$ cat src/rtl/fsmon_pkg.sv
// constants and types shared by the fan and sensor monitor files
package fsmon_pkg;
  // sensor population
  localparam int NUM_AN   = 14;  // threshold sensors: 4 temperatures, 10 voltages
  localparam int NUM_FAN  = 6;   // individual fan connectors
  localparam int NUM_PACK = 5;   // fans usable through the fan pack connector
  localparam int NUM_TERM = 4;   // terminator voltage sensors
  localparam int NUM_PEER = 8;   // peer controllers that may report fan faults
  localparam int NUM_AMB  = 4;   // ambient threshold / duty pairs
  localparam int VID_W    = 5;   // voltage_id_bits width
  localparam int AW       = 10;  // register address width
  // sensor slots
  localparam int SEN_AMBIENT = 1;   // front panel ambient temperature
  localparam int SEN_CPU1_T  = 2;   // processor 1 temperature
  localparam int SEN_CPU2_T  = 3;   // processor 2 temperature
  localparam int SEN_VCORE   = 8;   // processor core voltage
  localparam int NUM_TEMP    = 4;   // slots 0..3 are temperatures
  // register offsets (byte addresses)
  localparam logic [AW-1:0] OFF_CTRL     = 10'h000;
  localparam logic [AW-1:0] OFF_STATUS   = 10'h004;
  localparam logic [AW-1:0] OFF_EVENT    = 10'h008;
  localparam logic [AW-1:0] OFF_PEER     = 10'h00C;
  localparam logic [AW-1:0] OFF_DUTY     = 10'h010;
  localparam logic [AW-1:0] OFF_AMB      = 10'h020;
  localparam logic [AW-1:0] OFF_FAN_CRIT = 10'h040;
  localparam logic [AW-1:0] OFF_FAN_STAT = 10'h060;
  localparam logic [AW-1:0] OFF_SEN_THR  = 10'h080;
  localparam logic [AW-1:0] OFF_SEN_STAT = 10'h0C0;
  // control register fields
  localparam int CTRL_TEMP_AUTO = 0;   // temperature threshold auto-configuration
  localparam int CTRL_VRM_ONLY  = 1;   // processors fed by core_voltage_regulator only
  localparam int CTRL_PACK      = 2;   // 1: fan pack connector, 0: individual connectors
  localparam int CTRL_POP_LSB   = 8;   // populated connector mask, 6 bits
  localparam int CTRL_DIG_LSB   = 16;  // digital fan type mask, 6 bits
  // reset values
  localparam logic [31:0] CTRL_RST     = 32'h0000_0000;
  localparam logic [31:0] SEN_THR_RST  = 32'h0000_FFFF;
  localparam logic [15:0] AMB_RST      = 16'hFFFF;
  localparam logic [7:0]  DUTY_LOW_RST = 8'h40;
  localparam logic [7:0]  FULL_DUTY    = 8'hFF;
  // voltage_id_bits to nominal core voltage reading
  localparam logic [7:0] VID_NOM_BASE = 8'hC0;  // reading for code zero
  localparam logic [7:0] VID_NOM_STEP = 8'h04;  // reading drop per code step
  localparam logic [7:0] VID_TOL      = 8'h08;  // nominal tolerance band
  localparam logic [7:0] VID_ACC      = 8'h04;  // extra room for sense accuracy
  // timing
  localparam int CLK_MHZ      = 200;
  localparam int KICK_TIME_US = 2000;   // fan kick start interval
  localparam int KICK_CYC_DEF = KICK_TIME_US * CLK_MHZ;
  localparam int PWM_DIV_DEF  = 4;      // clock cycles per pwm step
  // one sensor's thresholds, laid out as in its register
  typedef struct packed {
    logic [7:0] lc;   // lower critical
    logic [7:0] lnc;  // lower non-critical
    logic [7:0] unc;  // upper non-critical
    logic [7:0] uc;   // upper critical
  } fsmon_thr_t;
endpackage

$ cat src/rtl/fsmon_thr_if.sv
// link between the monitor and one threshold comparator
`timescale 1ns/1ps
interface fsmon_thr_if import fsmon_pkg::*; ();
  logic [7:0] reading;     // current 8-bit reading
  fsmon_thr_t thr;         // active thresholds
  logic       upper_only;  // lower thresholds not evaluated
  logic [3:0] flags;       // {uc, unc, lnc, lc}
  modport mon (output reading, output thr, output upper_only, input flags);
  modport cmp (input reading, input thr, input upper_only, output flags);
endinterface // fsmon_thr_if

$ cat src/rtl/fsmon_thr_cmp.sv
// threshold comparator for one 8-bit sensor reading
`timescale 1ns/1ps
module fsmon_thr_cmp
  import fsmon_pkg::*;
(
  fsmon_thr_if.cmp t
);
  // upper crossings always evaluated
  assign t.flags[3] = (t.reading >= t.thr.uc);
  assign t.flags[2] = (t.reading >= t.thr.unc);
  // lower crossings suppressed in upper-only mode
  assign t.flags[1] = !t.upper_only && (t.reading <= t.thr.lnc);
  assign t.flags[0] = !t.upper_only && (t.reading <= t.thr.lc);
endmodule // fsmon_thr_cmp

$ cat src/rtl/fsmon_monitor.sv
// sensor threshold monitor and fan speed controller
`timescale 1ns/1ps
module fsmon_monitor
  import fsmon_pkg::*;
#(
  parameter int KICK_CYCLES = KICK_CYC_DEF,  // power-up high speed cycles
  parameter int PWM_DIV     = PWM_DIV_DEF    // clock cycles per pwm step
) (
  input  wire logic                  clk_i,
  input  wire logic                  rst_b_i,
  input  wire logic [AW-1:0]         addr_i,
  input  wire logic [31:0]           wdata_i,
  input  wire logic                  wr_i,
  input  wire logic                  rd_i,
  output logic      [31:0]           rdata_o,
  input  wire logic [NUM_AN*8-1:0]   an_rd_i,
  input  wire logic [NUM_FAN*8-1:0]  tach_rd_i,
  input  wire logic [VID_W-1:0]      vid_a_i,
  input  wire logic [VID_W-1:0]      vid_b_i,
  input  wire logic [NUM_FAN-1:0]    fan_present_i,
  input  wire logic [NUM_FAN-1:0]    fan_dig_fail_i,
  input  wire logic [NUM_TERM-1:0]   term_se_ok_i,
  input  wire logic [NUM_TERM-1:0]   term_lvd_ok_i,
  input  wire logic                  ac_ok_i,
  input  wire logic                  sys_pwr_i,
  input  wire logic                  hard_rst_i,
  output logic                       pwm_o,
  output logic                       fan_high_o,
  output logic                       power_inhibit_o,
  output logic                       beep_o,
  output logic      [NUM_TERM-1:0]   term_fail_o
);
  localparam int SYNC_W = 2*VID_W + 2*NUM_FAN + 2*NUM_TERM + 3;  // synchronised pins
  localparam int KCW    = 24;                                    // kick counter width
  localparam int DIVW   = 8;                                     // pwm divider width
  localparam int EVW    = NUM_FAN + NUM_TERM;                    // event bits

  // refuse parameter values the counters cannot hold
  if (KICK_CYCLES < 1 || KICK_CYCLES >= (1 << KCW)) begin : g_kick_chk
    $error("KICK_CYCLES out of range");
  end
  if (PWM_DIV < 1 || PWM_DIV > (1 << DIVW)) begin : g_div_chk
    $error("PWM_DIV out of range");
  end

  // whole state of the block
  typedef struct packed {
    logic [SYNC_W-1:0]               sync1;     // first synchroniser stage
    logic [SYNC_W-1:0]               sync2;     // second synchroniser stage
    logic [31:0]                     ctrl;      // control register
    fsmon_thr_t [NUM_AN-1:0]         sen_thr;   // sensor thresholds
    logic [NUM_AN-1:0][3:0]          sen_flag;  // registered threshold flags
    logic [NUM_FAN-1:0][7:0]         fan_crit;  // tach critical thresholds
    logic [NUM_AMB-1:0][15:0]        amb;       // {duty, temperature} pairs
    logic [7:0]                      duty_low;  // duty below the first pair
    logic [NUM_PEER-1:0]             peer;      // peer fan fault reports
    logic [NUM_FAN-1:0]              fan_en;    // enabled fan sensors
    logic [NUM_FAN-1:0]              fan_fail;  // failed fan status
    logic [NUM_TERM-1:0]             term_fail; // terminator failure status
    logic [EVW-1:0]                  evt;       // sticky events
    logic                            pwr_q;     // last power level
    logic                            hrst_q;    // last hard reset level
    logic                            fail_su;   // fan failure speed-up
    logic                            temp_su;   // over-temperature speed-up
    logic                            kick;      // power-up kick start
    logic [KCW-1:0]                  kick_cnt;  // kick cycles left
    logic [DIVW-1:0]                 div_cnt;   // pwm step divider
    logic [7:0]                      pwm_cnt;   // pwm ramp
    logic [2:0]                      level;     // ambient speed level
    logic [7:0]                      duty;      // active duty
    logic                            pwm;       // pwm pin
    logic                            fan_high;  // high speed in force
    logic                            inhibit;   // power-up blocked
    logic                            beep;      // beep request
    logic [31:0]                     rdata;     // read data
  } fsmon_st_t;

  fsmon_st_t st;          // registered state
  fsmon_st_t next;        // next state

  // synchronised pins
  logic                 hrst_s;
  logic                 pwr_s;
  logic                 ac_s;
  logic [NUM_TERM-1:0]  lvd_s;
  logic [NUM_TERM-1:0]  se_s;
  logic [NUM_FAN-1:0]   dfail_s;
  logic [NUM_FAN-1:0]   pres_s;
  logic [VID_W-1:0]     vidb_s;
  logic [VID_W-1:0]     vida_s;
  assign {hrst_s, pwr_s, ac_s, lvd_s, se_s, dfail_s, pres_s, vidb_s, vida_s} = st.sync2;

  logic [NUM_AN-1:0][3:0] an_flags;   // comparator results
  fsmon_thr_t             vid_thr;    // thresholds derived from voltage_id_bits
  logic [7:0]             vid_nom;    // nominal core reading
  logic [NUM_FAN-1:0]     avail;      // connectors usable in current mode
  logic [NUM_FAN-1:0]     pop_mask;   // populated and usable connectors
  logic [NUM_FAN-1:0]     fan_bad;    // fans failing now
  logic [NUM_TERM-1:0]    tfail_now;  // terminators failing now
  logic [7:0]             amb_rd;     // ambient reading
  logic [31:0]            rd_mux;     // read data source

  assign vid_nom     = VID_NOM_BASE - 8'({3'b000, vida_s} * VID_NOM_STEP);
  assign vid_thr.uc  = vid_nom + VID_TOL + VID_ACC;
  assign vid_thr.unc = vid_nom + VID_TOL;
  assign vid_thr.lnc = vid_nom - VID_TOL;
  assign vid_thr.lc  = vid_nom - VID_TOL - VID_ACC;

  for (genvar s = 0; s < NUM_AN; s++) begin : g_sen
    fsmon_thr_if u_if ();
    fsmon_thr_cmp u_cmp (.t(u_if));
    assign u_if.reading = an_rd_i[s*8 +: 8];
    assign u_if.thr = (s == SEN_VCORE && st.ctrl[CTRL_VRM_ONLY]) ? vid_thr : st.sen_thr[s];
    assign u_if.upper_only = st.ctrl[CTRL_TEMP_AUTO] && (s == SEN_CPU1_T || s == SEN_CPU2_T);
    assign an_flags[s] = u_if.flags;
  end

  assign amb_rd = an_rd_i[SEN_AMBIENT*8 +: 8];

  // pack mode loses the sixth connector
  assign avail    = st.ctrl[CTRL_PACK] ? NUM_FAN'((1 << NUM_PACK) - 1) : '1;
  assign pop_mask = st.ctrl[CTRL_POP_LSB +: NUM_FAN] & avail;

  // fan and terminator failure detection
  always_comb begin
    for (int i = 0; i < NUM_FAN; i++) begin
      if (!pres_s[i])
        fan_bad[i] = st.fan_en[i];
      else if (st.ctrl[CTRL_DIG_LSB + i])
        fan_bad[i] = st.fan_en[i] && dfail_s[i];
      else
        fan_bad[i] = st.fan_en[i] && (tach_rd_i[i*8 +: 8] < st.fan_crit[i]);
    end
    tfail_now = ~se_s & ~lvd_s;
  end

  // register read multiplexer
  always_comb begin
    rd_mux = 32'h0000_0000;
    if (addr_i == OFF_CTRL) begin
      rd_mux = st.ctrl;
    end else if (addr_i == OFF_STATUS) begin
      rd_mux = {4'h0, st.term_fail, 2'b00, st.fan_en, 5'h00, st.level,
                3'b000, st.inhibit, st.kick, st.temp_su, st.fail_su, st.fan_high};
    end else if (addr_i == OFF_EVENT) begin
      rd_mux = 32'(st.evt);
    end else if (addr_i == OFF_PEER) begin
      rd_mux = 32'(st.peer);
    end else if (addr_i == OFF_DUTY) begin
      rd_mux = {16'h0000, st.duty, st.duty_low};
    end
    for (int k = 0; k < NUM_AMB; k++) begin
      if (addr_i == AW'(int'(OFF_AMB) + 4*k))
        rd_mux = {16'h0000, st.amb[k]};
    end
    for (int i = 0; i < NUM_FAN; i++) begin
      if (addr_i == AW'(int'(OFF_FAN_CRIT) + 4*i))
        rd_mux = {24'h00_0000, st.fan_crit[i]};
      if (addr_i == AW'(int'(OFF_FAN_STAT) + 4*i))
        rd_mux = {23'h00_0000, st.fan_fail[i], tach_rd_i[i*8 +: 8]};
    end
    for (int s = 0; s < NUM_AN; s++) begin
      if (addr_i == AW'(int'(OFF_SEN_THR) + 4*s))
        rd_mux = st.sen_thr[s];
      if (addr_i == AW'(int'(OFF_SEN_STAT) + 4*s))
        rd_mux = {20'h0_0000, st.sen_flag[s], an_rd_i[s*8 +: 8]};
    end
  end

  // next state
  always_comb begin
    int lvl;
    logic [EVW-1:0] clr;
    lvl = 0;
    clr = '0;
    next = st;
    // two-stage pin synchroniser
    next.sync1 = {hard_rst_i, sys_pwr_i, ac_ok_i, term_lvd_ok_i, term_se_ok_i,
                  fan_dig_fail_i, fan_present_i, vid_b_i, vid_a_i};
    next.sync2 = st.sync1;
    next.pwr_q = pwr_s;
    next.hrst_q = hrst_s;
    next.sen_flag = an_flags;
    // register writes
    if (wr_i) begin
      if (addr_i == OFF_CTRL)
        next.ctrl = wdata_i;
      if (addr_i == OFF_EVENT)
        clr = wdata_i[EVW-1:0];
      if (addr_i == OFF_PEER)
        next.peer = wdata_i[NUM_PEER-1:0];
      if (addr_i == OFF_DUTY)
        next.duty_low = wdata_i[7:0];
      for (int k = 0; k < NUM_AMB; k++) begin
        if (addr_i == AW'(int'(OFF_AMB) + 4*k))
          next.amb[k] = wdata_i[15:0];
      end
      for (int i = 0; i < NUM_FAN; i++) begin
        if (addr_i == AW'(int'(OFF_FAN_CRIT) + 4*i))
          next.fan_crit[i] = wdata_i[7:0];
      end
      for (int s = 0; s < NUM_AN; s++) begin
        if (addr_i == AW'(int'(OFF_SEN_THR) + 4*s))
          next.sen_thr[s] = wdata_i;
      end
    end
    // enable on power-up or hard reset
    if (!pwr_s)
      next.fan_en = '0;
    else if ((pwr_s && !st.pwr_q) || (hrst_s && !st.hrst_q))
      next.fan_en = pop_mask;
    next.fan_fail = fan_bad;
    next.term_fail = tfail_now;
    next.evt = (st.evt & ~clr) | {tfail_now & ~st.term_fail, fan_bad & ~st.fan_fail};
    if (!ac_s) begin
      next.peer = '0;
      next.fail_su = 1'b0;
    end else begin
      // any fan critical or peer fault
      next.fail_su = (|fan_bad) || (|st.peer);
    end
    // over-temperature: any temperature upper non-critical
    next.temp_su = 1'b0;
    for (int t = 0; t < NUM_TEMP; t++) begin
      if (an_flags[t][2])
        next.temp_su = 1'b1;
    end
    if (!pwr_s) begin
      next.kick = 1'b0;
    end else if (!st.pwr_q) begin
      next.kick = 1'b1;
      next.kick_cnt = KCW'(KICK_CYCLES - 1);
    end else if (st.kick) begin
      if (st.kick_cnt == '0)
        next.kick = 1'b0;
      else
        next.kick_cnt = st.kick_cnt - 1'b1;
    end
    next.fan_high = st.fail_su || st.temp_su || st.kick;
    for (int k = 0; k < NUM_AMB; k++) begin
      if (amb_rd >= st.amb[k][7:0])
        lvl = lvl + 1;
    end
    next.level = 3'(lvl);
    if (st.fan_high)
      next.duty = FULL_DUTY;
    else if (st.level == 3'd0)
      next.duty = st.duty_low;
    else
      next.duty = st.amb[2'(st.level - 3'd1)][15:8];
    // pwm ramp advanced by divider enable
    if (st.div_cnt == DIVW'(PWM_DIV - 1)) begin
      next.div_cnt = '0;
      next.pwm_cnt = st.pwm_cnt + 8'h01;
    end else begin
      next.div_cnt = st.div_cnt + 1'b1;
    end
    next.pwm = (st.pwm_cnt < st.duty) || (st.duty == FULL_DUTY);
    next.inhibit = (vida_s != vidb_s);
    next.beep = (vida_s != vidb_s);
    // read data valid one cycle after strobe
    next.rdata = rd_i ? rd_mux : 32'h0000_0000;
    // synchronous reset
    if (!rst_b_i) begin
      next = '0;
      next.ctrl = CTRL_RST;
      next.sen_thr = {NUM_AN{SEN_THR_RST}};
      next.amb = {NUM_AMB{AMB_RST}};
      next.duty_low = DUTY_LOW_RST;
    end
  end

  // state register
  always_ff @(posedge clk_i) begin
    st <= next;
  end

  // outputs straight from flops
  assign rdata_o         = st.rdata;
  assign pwm_o           = st.pwm;
  assign fan_high_o      = st.fan_high;
  assign power_inhibit_o = st.inhibit;
  assign beep_o          = st.beep;
  assign term_fail_o     = st.term_fail;

  // terminator event
  // terminators failing afresh this cycle
  logic [NUM_TERM-1:0] tnew;
  assign tnew = tfail_now & ~st.term_fail;
endmodule // fsmon_monitor

$ cat config.mk
export PLATFORM = sky130hd
export DESIGN_NAME = fsmon_monitor
export DESIGN_NICKNAME = d
export VERILOG_FILES = /design/src/rtl/fsmon_pkg.sv /design/src/rtl/fsmon_thr_if.sv /design/src/rtl/fsmon_thr_cmp.sv /design/src/rtl/fsmon_monitor.sv
export SDC_FILE = /design/constraint.sdc
export NUM_CORES = 2
export LEC_CHECK = 0
export ABC_AREA = 1
export CORE_MARGIN = 2
export CORE_UTILIZATION = 31
export CTS_CLUSTER_DIAMETER = 100
export CTS_CLUSTER_SIZE = 40
export DETAILED_ROUTE_END_ITERATION = 12
export DONT_BUFFER_PORTS = 1
export PLACE_DENSITY = 0.5
export SLEW_MARGIN = 30
export SYNTH_ARGS = -nofsm -noshare
export SYNTH_HDL_FRONTEND = slang
export SYNTH_SLANG_ARGS = --single-unit
$ cat constraint.sdc
create_clock -name clk_i -period 6.75 [get_ports clk_i]
set_input_delay 0.3375 -clock clk_i [delete_from_list [all_inputs] [get_ports clk_i]]
set_output_delay 0.3375 -clock clk_i [all_outputs]
set_load 0.01 [all_outputs]
==> run_results.csv <==
group,metric,value,unit
worst_setup_path,crit_type,"in2reg",
logic_synthesis,synth_cell_type_count,55,
logic_synthesis,syn_nets,7153,
floorplan,fp-row-count,144,
worst_hold_path,holdPathStages,4,
power,power_frac_seq,0.532,
detailed_routing,drc_errors,0,
power,p_int,0.00672,W
worst_setup_path,critPathArrivalTime,5.61,ns
power,p_sw,0.00284,W
cts,clk_path_buf_depth,3,
place,gp_congestion,0.981,
cts,cts-buffers-inserted,41,
place,dp_cells,8138,
worst_hold_path,holdPathEnd,"st[270]$_SDFF_PN0_",
place,numPortBuffers,0,
logic_synthesis,synth-edff-count,0,
logic_synthesis,syn_inst,6369,
worst_setup_path,reg2reg_to,"rdata_o[3]$_SDFF_PN0_",
worst_hold_path,holdCritPathClass,"in2reg",
grt,track_usage,0.271,
worst_setup_path,cpPeakStageDelay,0.68,ns
final_layout,final_layout_size_suffix_gt1_frac,0.0437,
final_layout,nets,7087,
logic_synthesis,synth_common_cells,"inv_1, nand2_1, dfxtp_1",
detailed_routing,vias,45900,
status,status,"completed",
logic_synthesis,yosys.cell_count.top_type,"inv_1",
worst_setup_path,crit_path_top_delay_cell,"nor2_1",
power,switching_share,0.297,
detailed_routing,viasPerCell,5.47,
power,peakVddDrop,0.161,mV
cts,clk_latency,0.71,ns
power,powerDensity,180,mW/mm2
grt,grt_max_degree,258,
cts,cts_tree,"yes",
power,leakage,23.6,nW
logic_synthesis,avgSynthCellArea,7.50,um2
floorplan,chipWidth,397,um
power,clockPowerShare,0.372,
floorplan,die-area,0.157,mm2
grt,grt_pass1_vias,42200,
timing,fin_crit,5.02,ns
detailed_routing,drt_pre_antenna_iters,6,
worst_setup_path,crit_path_max_fanout,30,
worst_setup_path,cp_top_family,"simple AND/OR/NAND/NOR gates",
detailed_routing,drtIter0Drc,5191,
floorplan,die_height,397,um
timing,slew_violations,0,
logic_synthesis,ys_ff_latch,847,
cts,cts.clk_slew.worst_paths,0.13,ns
worst_setup_path,end_kind,"flop",
cts,cts.sinks,847,
worst_setup_path,crit_buf_inv,7,
detailed_routing,avgRoutedWirePerCell,26.2,um
worst_setup_path,r2r-start,"st[129]$_SDFFE_PN0P_",
floorplan,start_util,0.311,
worst_setup_path,cp.required,7.34,ns
job,cap_violations,0,
timing,fmax,0.199,GHz
worst_hold_path,hold_start,"an_rd_i[55]",
worst_setup_path,r2r_cells,28,
detailed_routing,drt-total-wl,220000,um
worst_setup_path,cp_common_cell,"nand2_1",
timing,worst_pin_slew,1.16,ns
floorplan,fp.coreArea,0.154,mm2
worst_setup_path,rrSetupSlack,2.11,ns
logic_synthesis,synth_top_area_cell,"dfxtp_1",
grt,grt-ovfl-total,0,
final_layout,fin_cells,8389,
final_layout,num-fill-cells,16300,
logic_synthesis,synthArstFlopShare,0,
grt,grt_pass1_wl,311000,um
worst_setup_path,worstSetupStartpointType,"primary input",
logic_synthesis,synth_top_cell_area_share,0.355,
timing,rsz0062_at_grt,"no",
timing,finalSetupViolCount,0,
logic_synthesis,ys.flop_type,"dfxtp_1",
detailed_routing,ant_nets,0,
place,dpl.hpwl,156000,um
timing,setup_tns,0,ns
timing,relSlewSlack,0.216,
logic_synthesis,ys_seq_area_frac,0.355,
grt,antenna_found_initial,25,
timing,clock_skew,0.0739,ns
timing,hold_viol,0,
logic_synthesis,synth_area_leaders,"dfxtp_1, ha_1, inv_1",
cts,ctsRootBufferMaster,"clkbuf_16",
cts,htree_levels,2,
final_layout,areaGrowthSynthToFinish,11.2,%
floorplan,io_pins,279,
cts,postCtsSetupBuffers,0,
timing,period_share,0.743,
logic_synthesis,syn_area,0.0478,mm2
logic_synthesis,yosysWarningCount,0,
power,p_comb_frac,0.096,
## cell type report
cell class / count / area (um2) / area share
Inverter: 1016 / 3810 / 0.0718
Sequential cell: 847 / 17000 / 0.319
Timing Repair Buffer: 245 / 2560 / 0.0483
Multi-Input combinational cell: 4152 / 25600 / 0.481
Tap cell: 2044 / 2560 / 0.0481
Clock buffer: 46 / 1090 / 0.0205
Antenna cell: 9 / 22.5 / 0.000424
Clock inverter: 30 / 554 / 0.0104
## layout by cell type, fill, tap and decap left out, types with 45 or more instances in the layout
cell type        n
dfxtp_1        847
nand2_1        916
o211ai_1       169
buf_4           79
nor2_1         391
o21a_1          60
inv_1          986
a21oi_1        717
nand3_1         91
nor3_1          45
o21ai_0        564
a211oi_1        73
nand4_1         79
a221oi_1        56
dlygate4sd3_1  138
o221ai_1       187
ha_1           545
## how the worst max path moves through the flow
stage,from,to,depth (start not counted)
3_5_place_dp,addr_i[0],rdata_o[18]$_SDFF_PP0_,22
5_1_grt,addr_i[9],rdata_o[3]$_SDFF_PN0_,27
3_3_place_gp,addr_i[0],rdata_o[27]$_SDFF_PP0_,20
4_1_cts,addr_i[9],rdata_o[3]$_SDFF_PN0_,27
2_1_floorplan,st[782]$_SDFF_PN0_,st[278]$_SDFF_PN0_,18
6_report,addr_i[9],rdata_o[3]$_SDFF_PN0_,26
## logic make-up after synthesis
logic type | share of synthesized area
adders and majority gates | 0.143
DFF | 0.355
buffers and inverters | 0.111
and+or+nand+nor | 0.141
xor gates and xnor gates | 0.00330
AOI/OAI and AO/OA | 0.247
## routing by layer
layer	global-route usage	up-vias	part of all wire
met4	0.0883	2	0.038
met2	0.425	2158	0.44
met1	0.377	22000	0.44
met5	0	-	0.000059
li1	-	21500	-
met3	0.0432	319	0.089
## what timing repair did
action                                 4_1_cts  5_1_grt
endpoints found under the hold margin      591        0
hold buffers                               165        0
gates resized for setup                      0        0
## power by group through the flow
stage / sequential [W] / clock, W / combinational (W)
2_1_floorplan: 0.00518 / 0 / 0.000509
3_3_place_gp: 0.00520 / 0 / 0.000611
3_5_place_dp: 0.00520 / 0 / 0.000626
4_1_cts: 0.00509 / 0.00362 / 0.000906
5_1_grt: 0.00509 / 0.00376 / 0.00101
6_report: 0.00509 / 0.00355 / 0.000919
## worst register-to-register path, delay by kind of cell (launching register included)
family / cells / cell delay, ns
buffers and inverters: 4 / 1.25
AOI/OAI and AO/OA: 1 / 0.12
DFF: 1 / 0.36
and+or+nand+nor: 23 / 2.81
## stage by stage
| stage | setup slack, ns | hold WS, ns | utilization | area [um2] | power, W |
|---|---|---|---|---|---|
| after global routing | 1.46 | 0.0271 | 0.346 | 53100 | 0.00987 |
| final | 1.73 | 0.0294 | 0.346 | 53100 | 0.00956 |
| after detailed placement | 1.87 | 0.403 | 0.322 | 49500 | 0.00582 |
| after CTS | 1.92 | 0.000307 | 0.346 | 53100 | 0.00961 |
| after global placement | 1.92 | 0.397 | 0.322 | 49500 | 0.00581 |
| after floorplan | 3.71 | 0.385 | - | 47800 | 0.00569 |
## registers in the layout (all words and copies together) (netlist names)
| name | count |
|---|---|
| dfail_s | 6 |
| ac_s | 1 |
| term_fail_o | 4 |
| fan_high_o | 1 |
| se_s | 4 |
| g_sen.u_if.upper_only | 1 |
| pres_s | 6 |
| beep_o | 1 |
| st | 368 |
| g_sen.u_if.thr | 416 |
| pwm_o | 1 |
| rdata_o | 32 |
| lvd_s | 4 |
| hrst_s | 1 |
| pwr_s | 1 |
No activity file was read; power rests on OpenSTA's default activity.
